### config.mk
export PLATFORM = sky130hd
export DESIGN_NAME = ipsm_top
export DESIGN_NICKNAME = d
export VERILOG_FILES = /design/src/hdl/ipsm_pkg.sv /design/src/hdl/ipsm_route.sv /design/src/hdl/ipsm_top.sv
export SDC_FILE = /design/constraint.sdc
export NUM_CORES = 1
export LEC_CHECK = 0
export BUFFER_PORTS_ARGS = -buffer_cell sky130_fd_sc_hd__buf_2
export CAP_MARGIN = 0
export CORE_ASPECT_RATIO = 1.4
export CORE_MARGIN = 4
export CORE_UTILIZATION = 56
export DETAILED_ROUTE_END_ITERATION = 6
export PLACE_DENSITY = 0.78
export SYNTH_ARGS = -nofsm -noshare
export SYNTH_HDL_FRONTEND = slang
export SYNTH_SLANG_ARGS = --single-unit
### constraint.sdc
create_clock -name hclk -period 2.8 [get_ports hclk]
set_input_delay 0.14 -clock hclk [delete_from_list [all_inputs] [get_ports hclk]]
set_output_delay 0.14 -clock hclk [all_outputs]
set_load 0.1 [all_outputs]
### src/hdl/ipsm_pkg.sv
package ipsm_pkg;
  localparam int IPSM_SEL_W = 7;
  localparam int IPSM_REG_W = 16;
  localparam int IPSM_NUM_SEL = 4;
  localparam int IPSM_NUM_PINS = 128;
  // Register byte offsets
  localparam logic [11:0] IPSM_OFF_INT2 = 12'h000;
  localparam logic [11:0] IPSM_OFF_TIMER2_CLK = 12'h004;
  localparam logic [11:0] IPSM_OFF_UART1_RX = 12'h008;
  localparam logic [11:0] IPSM_OFF_UART2_RX = 12'h00C;
  localparam logic [6:0] IPSM_SEL_RESET = 7'h00;
  localparam logic [6:0] IPSM_CODE_GND = 7'h00;
  localparam logic [6:0] IPSM_CODE_COMPARATOR = 7'h01;
  localparam logic [6:0] IPSM_CODE_PIN121 = 7'h79;
  // Selector indices
  localparam int IPSM_IDX_INT2 = 0;
  localparam int IPSM_IDX_TIMER2_CLK = 1;
  localparam int IPSM_IDX_UART1_RX = 2;
  localparam int IPSM_IDX_UART2_RX = 3;

  typedef struct packed {
    logic ext_int2_in;
    logic timer2_external_clock_in;
    logic uart1_receive_in;
    logic uart2_receive_in;
  } ipsm_periph_t;
endpackage

### src/hdl/ipsm_route.sv
`timescale 1ns/10ps
module ipsm_route
  import ipsm_pkg::*;
(
  // Sources indexed by selector code
  input wire logic [IPSM_NUM_PINS-1:0] sources,
  // Selector
  input wire logic [IPSM_SEL_W-1:0] sel,
  // Routed value
  output logic routed
);
  always_comb begin
    if (sel == IPSM_CODE_GND) begin
      routed = 1'b0;
    end else begin
      routed = sources[sel];
    end
  end
endmodule

### src/hdl/ipsm_top.sv
// Contract
// - Timer2 clock follows its 7-bit selector.
// - UART1 receive follows its 7-bit selector.
// - UART2 receive has own selector, same encoding.
// - Code 1111001 picks remappable input pin 121.
// - Bits 15..7 read zero, ignore writes.
//
// Design decisions made here: the placing of the registers and the AHB-Lite register port.
`timescale 1ns/10ps
module ipsm_top
  import ipsm_pkg::*;
(
  // Clock, reset, enable
  input wire logic hclk,
  input wire logic hresetn,
  input wire logic clk_en,
  // AHB-Lite slave
  input wire logic hsel,
  input wire logic [11:0] haddr,
  input wire logic [1:0] htrans,
  input wire logic hwrite,
  input wire logic [2:0] hsize,
  input wire logic [31:0] hwdata,
  input wire logic hready,
  output logic [31:0] hrdata,
  output logic hreadyout,
  output logic hresp,
  // Remappable pins, index = selector code
  input wire logic [IPSM_NUM_PINS-1:0] remappable_pin_n,
  // Internal source
  input wire logic comparator1_output,
  // Peripheral inputs
  output ipsm_periph_t periph_in
);
  typedef struct packed {
    logic [IPSM_NUM_PINS-1:0] sync1;
    logic [IPSM_NUM_PINS-1:0] sync2;
    logic [IPSM_NUM_SEL-1:0][IPSM_SEL_W-1:0] sel;
    logic wr_pend;
    logic [1:0] wr_idx;
    logic [31:0] rdata;
    ipsm_periph_t periph;
  } ipsm_state_t;

  ipsm_state_t st_ff;
  ipsm_state_t nxt_st;
  logic [IPSM_NUM_PINS-1:0] sources;
  logic [IPSM_NUM_SEL-1:0] routed;
  logic addr_phase;

  function automatic logic [2:0] dec_addr(input logic [11:0] a);
    unique case (a)
      IPSM_OFF_INT2: dec_addr = {1'b1, 2'(IPSM_IDX_INT2)};
      IPSM_OFF_TIMER2_CLK: dec_addr = {1'b1, 2'(IPSM_IDX_TIMER2_CLK)};
      IPSM_OFF_UART1_RX: dec_addr = {1'b1, 2'(IPSM_IDX_UART1_RX)};
      IPSM_OFF_UART2_RX: dec_addr = {1'b1, 2'(IPSM_IDX_UART2_RX)};
      default: dec_addr = 3'h0;
    endcase
  endfunction

  // Code 1 is the comparator, not a synchronised pin
  always_comb begin
    sources = st_ff.sync2;
    sources[IPSM_CODE_COMPARATOR] = comparator1_output;
  end

  genvar gi;
  generate
    for (gi = 0; gi < IPSM_NUM_SEL; gi++) begin : g_route
      ipsm_route u_route (
        .sources(sources),
        .sel(st_ff.sel[gi]),
        .routed(routed[gi])
      );
    end
  endgenerate

  assign addr_phase = hsel && hready && htrans[1];

  always_comb begin
    logic [2:0] d;
    d = dec_addr(haddr);
    nxt_st = st_ff;
    nxt_st.sync1 = remappable_pin_n;
    nxt_st.sync2 = st_ff.sync1;
    if (st_ff.wr_pend) begin
      // Only the low seven bits are stored
      nxt_st.sel[st_ff.wr_idx] = hwdata[IPSM_SEL_W-1:0];
    end
    nxt_st.wr_pend = 1'b0;
    if (addr_phase) begin
      nxt_st.wr_pend = hwrite && d[2];
      nxt_st.wr_idx = d[1:0];
      nxt_st.rdata = 32'h0000_0000;
      if (!hwrite && d[2]) begin
        nxt_st.rdata = {25'h000_0000, st_ff.sel[d[1:0]]};
      end
    end
    nxt_st.periph.ext_int2_in = routed[IPSM_IDX_INT2];
    nxt_st.periph.timer2_external_clock_in = routed[IPSM_IDX_TIMER2_CLK];
    nxt_st.periph.uart1_receive_in = routed[IPSM_IDX_UART1_RX];
    nxt_st.periph.uart2_receive_in = routed[IPSM_IDX_UART2_RX];
  end

  always_ff @(posedge hclk or negedge hresetn) begin
    if (!hresetn) begin
      st_ff <= '0;
    end else if (clk_en) begin
      st_ff <= nxt_st;
    end
  end

  assign hrdata = st_ff.rdata;
  assign hreadyout = 1'b1;
  assign hresp = 1'b0;
  assign periph_in = st_ff.periph;

  a_sel_reset_zero: assert property (@(posedge hclk) $rose(hresetn) |-> st_ff.sel == '0)
    else $error("selectors not zero after reset");

  a_ground_output: assert property (@(posedge hclk) disable iff (!hresetn)
    (clk_en && st_ff.sel[IPSM_IDX_UART1_RX] == IPSM_CODE_GND)
    |=> !periph_in.uart1_receive_in)
    else $error("grounded selector drove high");

  a_t2_route: assert property (@(posedge hclk) disable iff (!hresetn)
    clk_en |=> periph_in.timer2_external_clock_in == $past(routed[IPSM_IDX_TIMER2_CLK]))
    else $error("timer2 clock not routed");

  a_u2_pin121: assert property (@(posedge hclk) disable iff (!hresetn)
    (clk_en && st_ff.sel[IPSM_IDX_UART2_RX] == IPSM_CODE_PIN121)
    |=> periph_in.uart2_receive_in == $past(st_ff.sync2[121]))
    else $error("pin 121 not routed");

  a_comparator1_output_route: assert property (@(posedge hclk) disable iff (!hresetn)
    (clk_en && st_ff.sel[IPSM_IDX_INT2] == IPSM_CODE_COMPARATOR)
    |=> periph_in.ext_int2_in == $past(comparator1_output))
    else $error("comparator not routed");

  a_upper_zero: assert property (@(posedge hclk) disable iff (!hresetn)
    hrdata[31:IPSM_SEL_W] == '0)
    else $error("unimplemented bits read nonzero");

  a_write_store: assert property (@(posedge hclk) disable iff (!hresetn)
    (clk_en && st_ff.wr_pend && st_ff.wr_idx == 2'(IPSM_IDX_UART1_RX))
    |=> st_ff.sel[IPSM_IDX_UART1_RX] == $past(hwdata[6:0]))
    else $error("selector write lost");

  a_okay_resp: assert property (@(posedge hclk) disable iff (!hresetn)
    hreadyout && !hresp)
    else $error("bus response not okay");

  // Synchroniser and source vector
  a_sync_first: assert property (@(posedge hclk) disable iff (!hresetn)
    clk_en |=> st_ff.sync1 == $past(remappable_pin_n))
    else $error("first sync stage lost a pin");

  a_sync_second: assert property (@(posedge hclk) disable iff (!hresetn)
    clk_en |=> st_ff.sync2 == $past(st_ff.sync1))
    else $error("second sync stage lost a pin");

  a_source_cmp: assert property (@(posedge hclk) disable iff (!hresetn)
    sources[IPSM_CODE_COMPARATOR] == comparator1_output)
    else $error("comparator missing from sources");

  a_source_pins: assert property (@(posedge hclk) disable iff (!hresetn)
    sources[0] == st_ff.sync2[0]
    && sources[IPSM_NUM_PINS-1:2] == st_ff.sync2[IPSM_NUM_PINS-1:2])
    else $error("pin missing from sources");

  // Router outputs per selector
  a_int2_gnd_mux: assert property (@(posedge hclk) disable iff (!hresetn)
    st_ff.sel[IPSM_IDX_INT2] == IPSM_CODE_GND |-> !routed[IPSM_IDX_INT2])
    else $error("int2 router not grounded");

  a_t2_gnd_mux: assert property (@(posedge hclk) disable iff (!hresetn)
    st_ff.sel[IPSM_IDX_TIMER2_CLK] == IPSM_CODE_GND |-> !routed[IPSM_IDX_TIMER2_CLK])
    else $error("timer2 router not grounded");

  a_u1_gnd_mux: assert property (@(posedge hclk) disable iff (!hresetn)
    st_ff.sel[IPSM_IDX_UART1_RX] == IPSM_CODE_GND |-> !routed[IPSM_IDX_UART1_RX])
    else $error("uart1 router not grounded");

  a_u2_gnd_mux: assert property (@(posedge hclk) disable iff (!hresetn)
    st_ff.sel[IPSM_IDX_UART2_RX] == IPSM_CODE_GND |-> !routed[IPSM_IDX_UART2_RX])
    else $error("uart2 router not grounded");

  a_int2_pin_mux: assert property (@(posedge hclk) disable iff (!hresetn)
    st_ff.sel[IPSM_IDX_INT2] == IPSM_CODE_PIN121
    |-> routed[IPSM_IDX_INT2] == st_ff.sync2[121])
    else $error("int2 router missed pin 121");

  a_t2_pin_mux: assert property (@(posedge hclk) disable iff (!hresetn)
    st_ff.sel[IPSM_IDX_TIMER2_CLK] == IPSM_CODE_PIN121
    |-> routed[IPSM_IDX_TIMER2_CLK] == st_ff.sync2[121])
    else $error("timer2 router missed pin 121");

  a_u1_pin_mux: assert property (@(posedge hclk) disable iff (!hresetn)
    st_ff.sel[IPSM_IDX_UART1_RX] == IPSM_CODE_PIN121
    |-> routed[IPSM_IDX_UART1_RX] == st_ff.sync2[121])
    else $error("uart1 router missed pin 121");

  a_u2_pin_mux: assert property (@(posedge hclk) disable iff (!hresetn)
    st_ff.sel[IPSM_IDX_UART2_RX] == IPSM_CODE_PIN121
    |-> routed[IPSM_IDX_UART2_RX] == st_ff.sync2[121])
    else $error("uart2 router missed pin 121");

  a_t2_cmp_mux: assert property (@(posedge hclk) disable iff (!hresetn)
    st_ff.sel[IPSM_IDX_TIMER2_CLK] == IPSM_CODE_COMPARATOR
    |-> routed[IPSM_IDX_TIMER2_CLK] == comparator1_output)
    else $error("timer2 router missed comparator");

  // Registered peripheral inputs
  a_int2_route: assert property (@(posedge hclk) disable iff (!hresetn)
    clk_en |=> periph_in.ext_int2_in == $past(routed[IPSM_IDX_INT2]))
    else $error("int2 input not routed");

  a_u1_route: assert property (@(posedge hclk) disable iff (!hresetn)
    clk_en |=> periph_in.uart1_receive_in == $past(routed[IPSM_IDX_UART1_RX]))
    else $error("uart1 receive not routed");

  a_u2_route: assert property (@(posedge hclk) disable iff (!hresetn)
    clk_en |=> periph_in.uart2_receive_in == $past(routed[IPSM_IDX_UART2_RX]))
    else $error("uart2 receive not routed");

  a_int2_ground: assert property (@(posedge hclk) disable iff (!hresetn)
    (clk_en && st_ff.sel[IPSM_IDX_INT2] == IPSM_CODE_GND) |=> !periph_in.ext_int2_in)
    else $error("int2 grounded selector drove high");

  a_t2_ground: assert property (@(posedge hclk) disable iff (!hresetn)
    (clk_en && st_ff.sel[IPSM_IDX_TIMER2_CLK] == IPSM_CODE_GND)
    |=> !periph_in.timer2_external_clock_in)
    else $error("timer2 grounded selector drove high");

  a_u2_ground: assert property (@(posedge hclk) disable iff (!hresetn)
    (clk_en && st_ff.sel[IPSM_IDX_UART2_RX] == IPSM_CODE_GND)
    |=> !periph_in.uart2_receive_in)
    else $error("uart2 grounded selector drove high");

  a_u1_pin127: assert property (@(posedge hclk) disable iff (!hresetn)
    (clk_en && st_ff.sel[IPSM_IDX_UART1_RX] == 7'h7F)
    |=> periph_in.uart1_receive_in == $past(st_ff.sync2[127]))
    else $error("uart1 missed pin 127");

  // Selector writes
  a_int2_store: assert property (@(posedge hclk) disable iff (!hresetn)
    (clk_en && st_ff.wr_pend && st_ff.wr_idx == 2'(IPSM_IDX_INT2))
    |=> st_ff.sel[IPSM_IDX_INT2] == $past(hwdata[6:0]))
    else $error("int2 selector write lost");

  a_t2_store: assert property (@(posedge hclk) disable iff (!hresetn)
    (clk_en && st_ff.wr_pend && st_ff.wr_idx == 2'(IPSM_IDX_TIMER2_CLK))
    |=> st_ff.sel[IPSM_IDX_TIMER2_CLK] == $past(hwdata[6:0]))
    else $error("timer2 selector write lost");

  a_u2_store: assert property (@(posedge hclk) disable iff (!hresetn)
    (clk_en && st_ff.wr_pend && st_ff.wr_idx == 2'(IPSM_IDX_UART2_RX))
    |=> st_ff.sel[IPSM_IDX_UART2_RX] == $past(hwdata[6:0]))
    else $error("uart2 selector write lost");

  a_sel_hold: assert property (@(posedge hclk) disable iff (!hresetn)
    (clk_en && !st_ff.wr_pend) |=> $stable(st_ff.sel))
    else $error("selector changed without a write");

  a_int2_pend: assert property (@(posedge hclk) disable iff (!hresetn)
    (clk_en && addr_phase && hwrite && haddr == IPSM_OFF_INT2)
    |=> st_ff.wr_pend && st_ff.wr_idx == 2'(IPSM_IDX_INT2))
    else $error("int2 write not taken");

  a_t2_pend: assert property (@(posedge hclk) disable iff (!hresetn)
    (clk_en && addr_phase && hwrite && haddr == IPSM_OFF_TIMER2_CLK)
    |=> st_ff.wr_pend && st_ff.wr_idx == 2'(IPSM_IDX_TIMER2_CLK))
    else $error("timer2 write not taken");

  a_u1_pend: assert property (@(posedge hclk) disable iff (!hresetn)
    (clk_en && addr_phase && hwrite && haddr == IPSM_OFF_UART1_RX)
    |=> st_ff.wr_pend && st_ff.wr_idx == 2'(IPSM_IDX_UART1_RX))
    else $error("uart1 write not taken");

  a_u2_pend: assert property (@(posedge hclk) disable iff (!hresetn)
    (clk_en && addr_phase && hwrite && haddr == IPSM_OFF_UART2_RX)
    |=> st_ff.wr_pend && st_ff.wr_idx == 2'(IPSM_IDX_UART2_RX))
    else $error("uart2 write not taken");

  a_read_no_pend: assert property (@(posedge hclk) disable iff (!hresetn)
    (clk_en && addr_phase && !hwrite) |=> !st_ff.wr_pend)
    else $error("read started a write");

  // Read data
  a_int2_read: assert property (@(posedge hclk) disable iff (!hresetn)
    (clk_en && addr_phase && !hwrite && haddr == IPSM_OFF_INT2)
    |=> hrdata == {25'h000_0000, $past(st_ff.sel[IPSM_IDX_INT2])})
    else $error("int2 read data wrong");

  a_t2_read: assert property (@(posedge hclk) disable iff (!hresetn)
    (clk_en && addr_phase && !hwrite && haddr == IPSM_OFF_TIMER2_CLK)
    |=> hrdata == {25'h000_0000, $past(st_ff.sel[IPSM_IDX_TIMER2_CLK])})
    else $error("timer2 read data wrong");

  a_u1_read: assert property (@(posedge hclk) disable iff (!hresetn)
    (clk_en && addr_phase && !hwrite && haddr == IPSM_OFF_UART1_RX)
    |=> hrdata == {25'h000_0000, $past(st_ff.sel[IPSM_IDX_UART1_RX])})
    else $error("uart1 read data wrong");

  a_u2_read: assert property (@(posedge hclk) disable iff (!hresetn)
    (clk_en && addr_phase && !hwrite && haddr == IPSM_OFF_UART2_RX)
    |=> hrdata == {25'h000_0000, $past(st_ff.sel[IPSM_IDX_UART2_RX])})
    else $error("uart2 read data wrong");

  a_unmapped_read: assert property (@(posedge hclk) disable iff (!hresetn)
    (clk_en && addr_phase && !hwrite && haddr != IPSM_OFF_INT2
    && haddr != IPSM_OFF_TIMER2_CLK && haddr != IPSM_OFF_UART1_RX
    && haddr != IPSM_OFF_UART2_RX) |=> hrdata == '0)
    else $error("unmapped read not zero");

  a_rdata_hold: assert property (@(posedge hclk) disable iff (!hresetn)
    (clk_en && !addr_phase) |=> $stable(hrdata))
    else $error("read data moved between transfers");

  a_reset_outputs: assert property (@(posedge hclk)
    $rose(hresetn) |-> periph_in == '0 && hrdata == '0)
    else $error("outputs not zero after reset");
endmodule

=== Word-level counts from Yosys, hierarchy flattened ===
Index checks and enable logic that the tools add are counted.

* Order comparisons: 7
* Equality and inequality tests: 3
* Multiplexer cells: 20
* Reductions and logical operators: 13

{| class="wikitable"
|+ Operators by type and width
! operator !! count
|-
| two-way mux 35 bit || 1
|-
| < comparator 7 x 8 -> 1 bit (second input constant) || 4
|-
| binary-select mux 1 bit (select 7 bit) || 4
|-
| bitwise mux 28 bit || 1
|-
| zero test 7 bit || 4
|-
| equality test 12 x 4 -> 1 bit (second input constant) || 2
|-
| two-way mux 7 bit || 3
|-
| binary-select mux 7 bit (select 2 bit) || 1
|-
| demux 7 bit (select 2 bit) || 1
|-
| equality test 12 x 3 -> 1 bit (second input constant) || 1
|-
| zero test 12 bit || 1
|-
| case mux 3 bit (4 select lines) || 1
|-
| two-way mux 1 bit || 8
|-
| < comparator 2 x 3 -> 1 bit (second input constant) || 2
|-
| logical AND 1 bit || 5
|-
| AND reduction 2 bit || 2
|-
| >= comparator 2 x 1 -> 1 bit (second input constant) || 1
|-
| zero test 1 bit || 1
|}

* Register bits after elaboration: 323
* Input port bits: 184
* Output and inout bits: 38
* Logic and storage cells: 56

=== Longest topological paths before layout ===
* Word-level depth: 6
* Mapped depth: 10
* Gate-level depth less buffers: 6

=== Cells and area by module ===
A second synthesis with hierarchy kept.

* Cells, all modules: 1106
* Area total of the unflattened synthesis: 16333.2 sq um

{| class="wikitable"
|+ Modules (own cells, without submodules)
! module !! instances !! cells each !! area each (sq um) !! sequential area each (sq um)
|-
| ipsm_top || 1 || 718 || 11463.5 || 7407.1
|-
| ipsm_route || 4 || 97 || 1217.4 || 0.0
|}

=== Least setup slack after synthesis ===
Ideal clock, no wire load.

* Path type: reg2reg
* From: register st_ff[46] (netlist bit)
* To: register st_ff (netlist bit periph_in[2])
* Setup time: 146 ps
* Arrival: 1947 ps
* Required time: 2654 ps
* Setup slack: 707 ps
* Stages on the path, launching flop included: 8
* Path buffers: 2
* Cells stage by stage: dfrtp_1 > buf_6 > buf_2 > mux4_2 > mux2i_1 > o21ai_0 > a2111oi_0 > a211oi_2

* Cells in the longest elaborated chain, start to end: 3
* Elaborated cells between the ends (all ways): 4
* Those cells by class: mux (3); reduce/logical (1)

{| class="wikitable"
|+ Ends and longest elaborated chain
! element !! line !! source
|-
| from (decl) || ipsm_top.sv:45 || <nowiki>ipsm_state_t st_ff;</nowiki>
|-
| from (signal assigned) || ipsm_top.sv:109 || <nowiki>st_ff <= nxt_st;</nowiki>
|-
| binary-select mux 1 bit (select 7 bit) || ipsm_route.sv:16 || <nowiki>routed = sources[sel];</nowiki>
|-
| two-way mux 1 bit (not written as such) || ipsm_route.sv:16 ||
|-
| two-way mux 1 bit (*) || ipsm_route.sv:13 || <nowiki>if (sel == IPSM_CODE_GND) begin</nowiki>
|}

Mark *: on every way between the ends. The rest lies on a longest branch, timed or not. The select of a mux whose other input is x is not followed.
A chain may end at the register's enable or synchronous reset.

=== Final worst setup path ===
* From: register st_ff[47] (netlist bit)
* To: register st_ff (netlist bit periph_in[2])

Same word-level chain as after synthesis.

==> metrics.md <==
| Metric | Value |
|---|---|
| Status | finished, final reports clean |
| Share of cells above drive strength 1 | 44.7% |
| Min Hold Slack | 55.5 ps |
| CP Capture Type | flip-flop |
| Hold Path Origin | haddr[3] |
| Setup violators final | 0 |
| Critical path startpoint | st_ff[47] |
| CTS sink count | 296 |
| Ys flop type | dfrtp_1 |
| Peak VDD IR | 0.579 mV |
| Ys Warns | 0 |
| Final core occ | 68.7% |
| Row count | 73 |
| CP Cell Sequence | buf_4 -> mux4_2 -> mux2i_1 -> o21ai_0 -> a2111oi_0 -> a211oi_2 |
| Clock Path Buffers | 3 |
| Data arrival, critical path | 3090 ps |
| Top-count cell post-synth | dfrtp_1 |
| Largest net degree at the start of global routing | 133 |
| Power Density | 574 nW/um^2 |
| Post-synthesis sequential area ratio | 45.9% |
| Ys async rst share | 100% |
| Die span in x | 152 um |
| Clock Skew | 25.9 ps |
| PortBufs | 164 |
| Antenna-violating nets left | 0 |
| EDFF count, synth | 0 |
| Drt pass-1 iters | 6 |
| GP Congestion | 0.983 |
| CTS tree | yes |
| GR Util All Layers | 27.7% |
| Die Ht | 209 um |
| Mean Syn Cell Area | 14.1 sq um |
| Area fraction of the dominant cell type after synthesis | 45.9% |
| Hold Fails Final Rpt | 0 |
| DR vias | 11,272 |
| Die ar. | 31,700 sq um |
| Crit start category | flip-flop |
| Grt total ovfl | 0 |
| Wirelength per Cell | 23.9 um |
| Synth cell count leaders | dfrtp_1, mux2_2, mux4_2, mux2i_1, clkbuf_1 |
| Post-Route WL | 43.5 mm |
| Vias in the first global route | 11,856 |
| MaxCap Viol Count | 0 |
| Critical Path RT | 3220 ps |
| H-tree level count | 1 |
| Setup TNS | 0 ps |
| Clock Pin Slew Worst Setup and Hold Paths | 70 ps |
| Synth area leader | dfrtp_1 |
| DP Wirelength | 28.8 mm |
| CP Max Fanout | 16 |
| LEAKAGE | 7.98 nW |
| Crit Path Category | reg -> reg |
| Worst r2r src | st_ff[47] |
| Min cycle time layout | 2670 ps |
| Area delta synth->final | 20.9% |
| Initial Utilization | 56.9% |
| Slew headroom | 38.3% |
| Pins Over Slew Limit | 0 |
| I/O Pins | 222 |
| Core Area | 28,400 sq um |
| Root Driver | clkbuf_16 |
| Remaining DRCs | 0 |
| RSZ-0062 raised after global routing | false |
| Synth top area cells | dfrtp_1, mux2_2, mux4_2 |
| Slowest cell delay on critical path | 680 ps |
| Initial drt markers | 858 |
| Fmax achieved | 375 MHz |
| Hold crit path type | in -> reg |
| Num CTS Buffers | 28 |
| Post-synth cell types | 53 |
| Post-CTS sizing | 0 |
| Final nets | 1,604 |
| Synth Register Bits | 296 |
| First-pass GRT wire length | 67.6 mm |
| Period utilization | 95.3% |
| Antenna violations before repair | 2 |
| Slowest CP cell | a2111oi_0 |
| Mapped cell area | 16,200 sq um |
| Clk_lat worst skew | 570 ps |
| Syn Inst Count | 1,149 |
| Worst slew pin tran | 921 ps |
| Vias per cell | 6.20 |
[through the flow]
step / cell area [sq um] / setup WS [ps] / std cells / power, mW
final: 19500 / 133 / 1819 / 11.2
after global routing: 19500 / 11.5 / 1819 / 11.6
after CTS: 19500 / 145 / 1817 / 11.2
after detailed placement: 17200 / 151 / 1627 / 7.20
after global placement: 17200 / 146 / 1627 / 7.12
after floorplan: 16200 / 707 / 1174 / 6.56
[worst max-delay path: cells and delay by family, from the launching register on]
family | cells | cell delay, ps
AO/OA/AOI/OAI | 3 | 960
buffers and inverters | 1 | 360
flip-flops | 1 | 600
multiplexers | 2 | 590
[where the power goes]
part           leakage [nW]  switching [mW]  total, mW  internal, mW
Sequential             3.54           0.574       5.32          4.75
Combinational          3.99           0.861       2.00          1.14
Clock                 0.450            1.66       3.89          2.23
Total                  7.98            3.10       11.2          8.11
[layer usage]
metal | share of wire (%) | global-route usage, % | vias up
met3 | 6.7 | 4.06 | 135
met1 | 37 | 34.4 | 5735
met4 | 4.3 | 11.2 | 0
met5 | 0 | 0 | -
met2 | 53 | 48.4 | 522
li1 | - | - | 4880
[layout make-up]
type | count | area, sq um
Clock buffer | 44 | 832
Antenna cell | 2 | 5.00
Fill cell | 1934 | 8880
Multi-Input combinational cell | 746 | 8050
Sequential cell | 296 | 7410
Clock inverter | 8 | 98.8
Tap cell | 375 | 469
Inverter | 6 | 22.5
Timing Repair Buffer | 342 | 2640
[cell families after synthesis]
kind of cell    synth area share, %
other cells                  0.0465
simple gates                   4.36
flops                          45.9
buf+inv                        4.88
compound gates                 5.61
mux                            39.3
[registers in the layout, summed over array words and instances, names as in the netlist]
signal     cells
hrdata         7
nxt_st       127
periph_in      4
sources      127
st_ff         31
[worst paths after layout]
kind | end | slack, ps | cells past startpoint
max | periph_in[2] | 130 | 6
min | st_ff[37] | 60 | 3
max reg2reg | periph_in[2] | 130 | 6
min reg2reg | nxt_st[146] | 500 | 1
max in group asynchronous | nxt_st[132] | 1720 | 3
min in group asynchronous | sources[79] | 140 | 2
[cells in the final DEF, fill, tap and decap left out, drive strengths merged, types with 3 or more instances in the layout]
cell	instances
nor2	18
a31oi	4
mux4	98
nor4	6
nand2	25
or3	3
nand3	7
clkinv	3
o22ai	5
o41ai	4
o21ai	12
a22o	9
nand4	6
conb	27
nand3b	5
nand2b	14
inv	7
buf	204
clkbuf	44
a211oi	18
dfrtp	296
or4	4
o211ai	3
a211o	3
a22oi	21
dlygate4sd3	138
a221oi	6
a21oi	19
and2	6
nor2b	23
a2111oi	7
mux2	292
mux2i	83
[timing repair]
item                                    4_1_cts  5_1_grt
endpoints found under the setup margin        0        0
hold buffers                                138        0
buffers inserted                              0        0
endpoints found under the hold margin       238        0
Note: power is estimated with default switching activity, not from simulation.
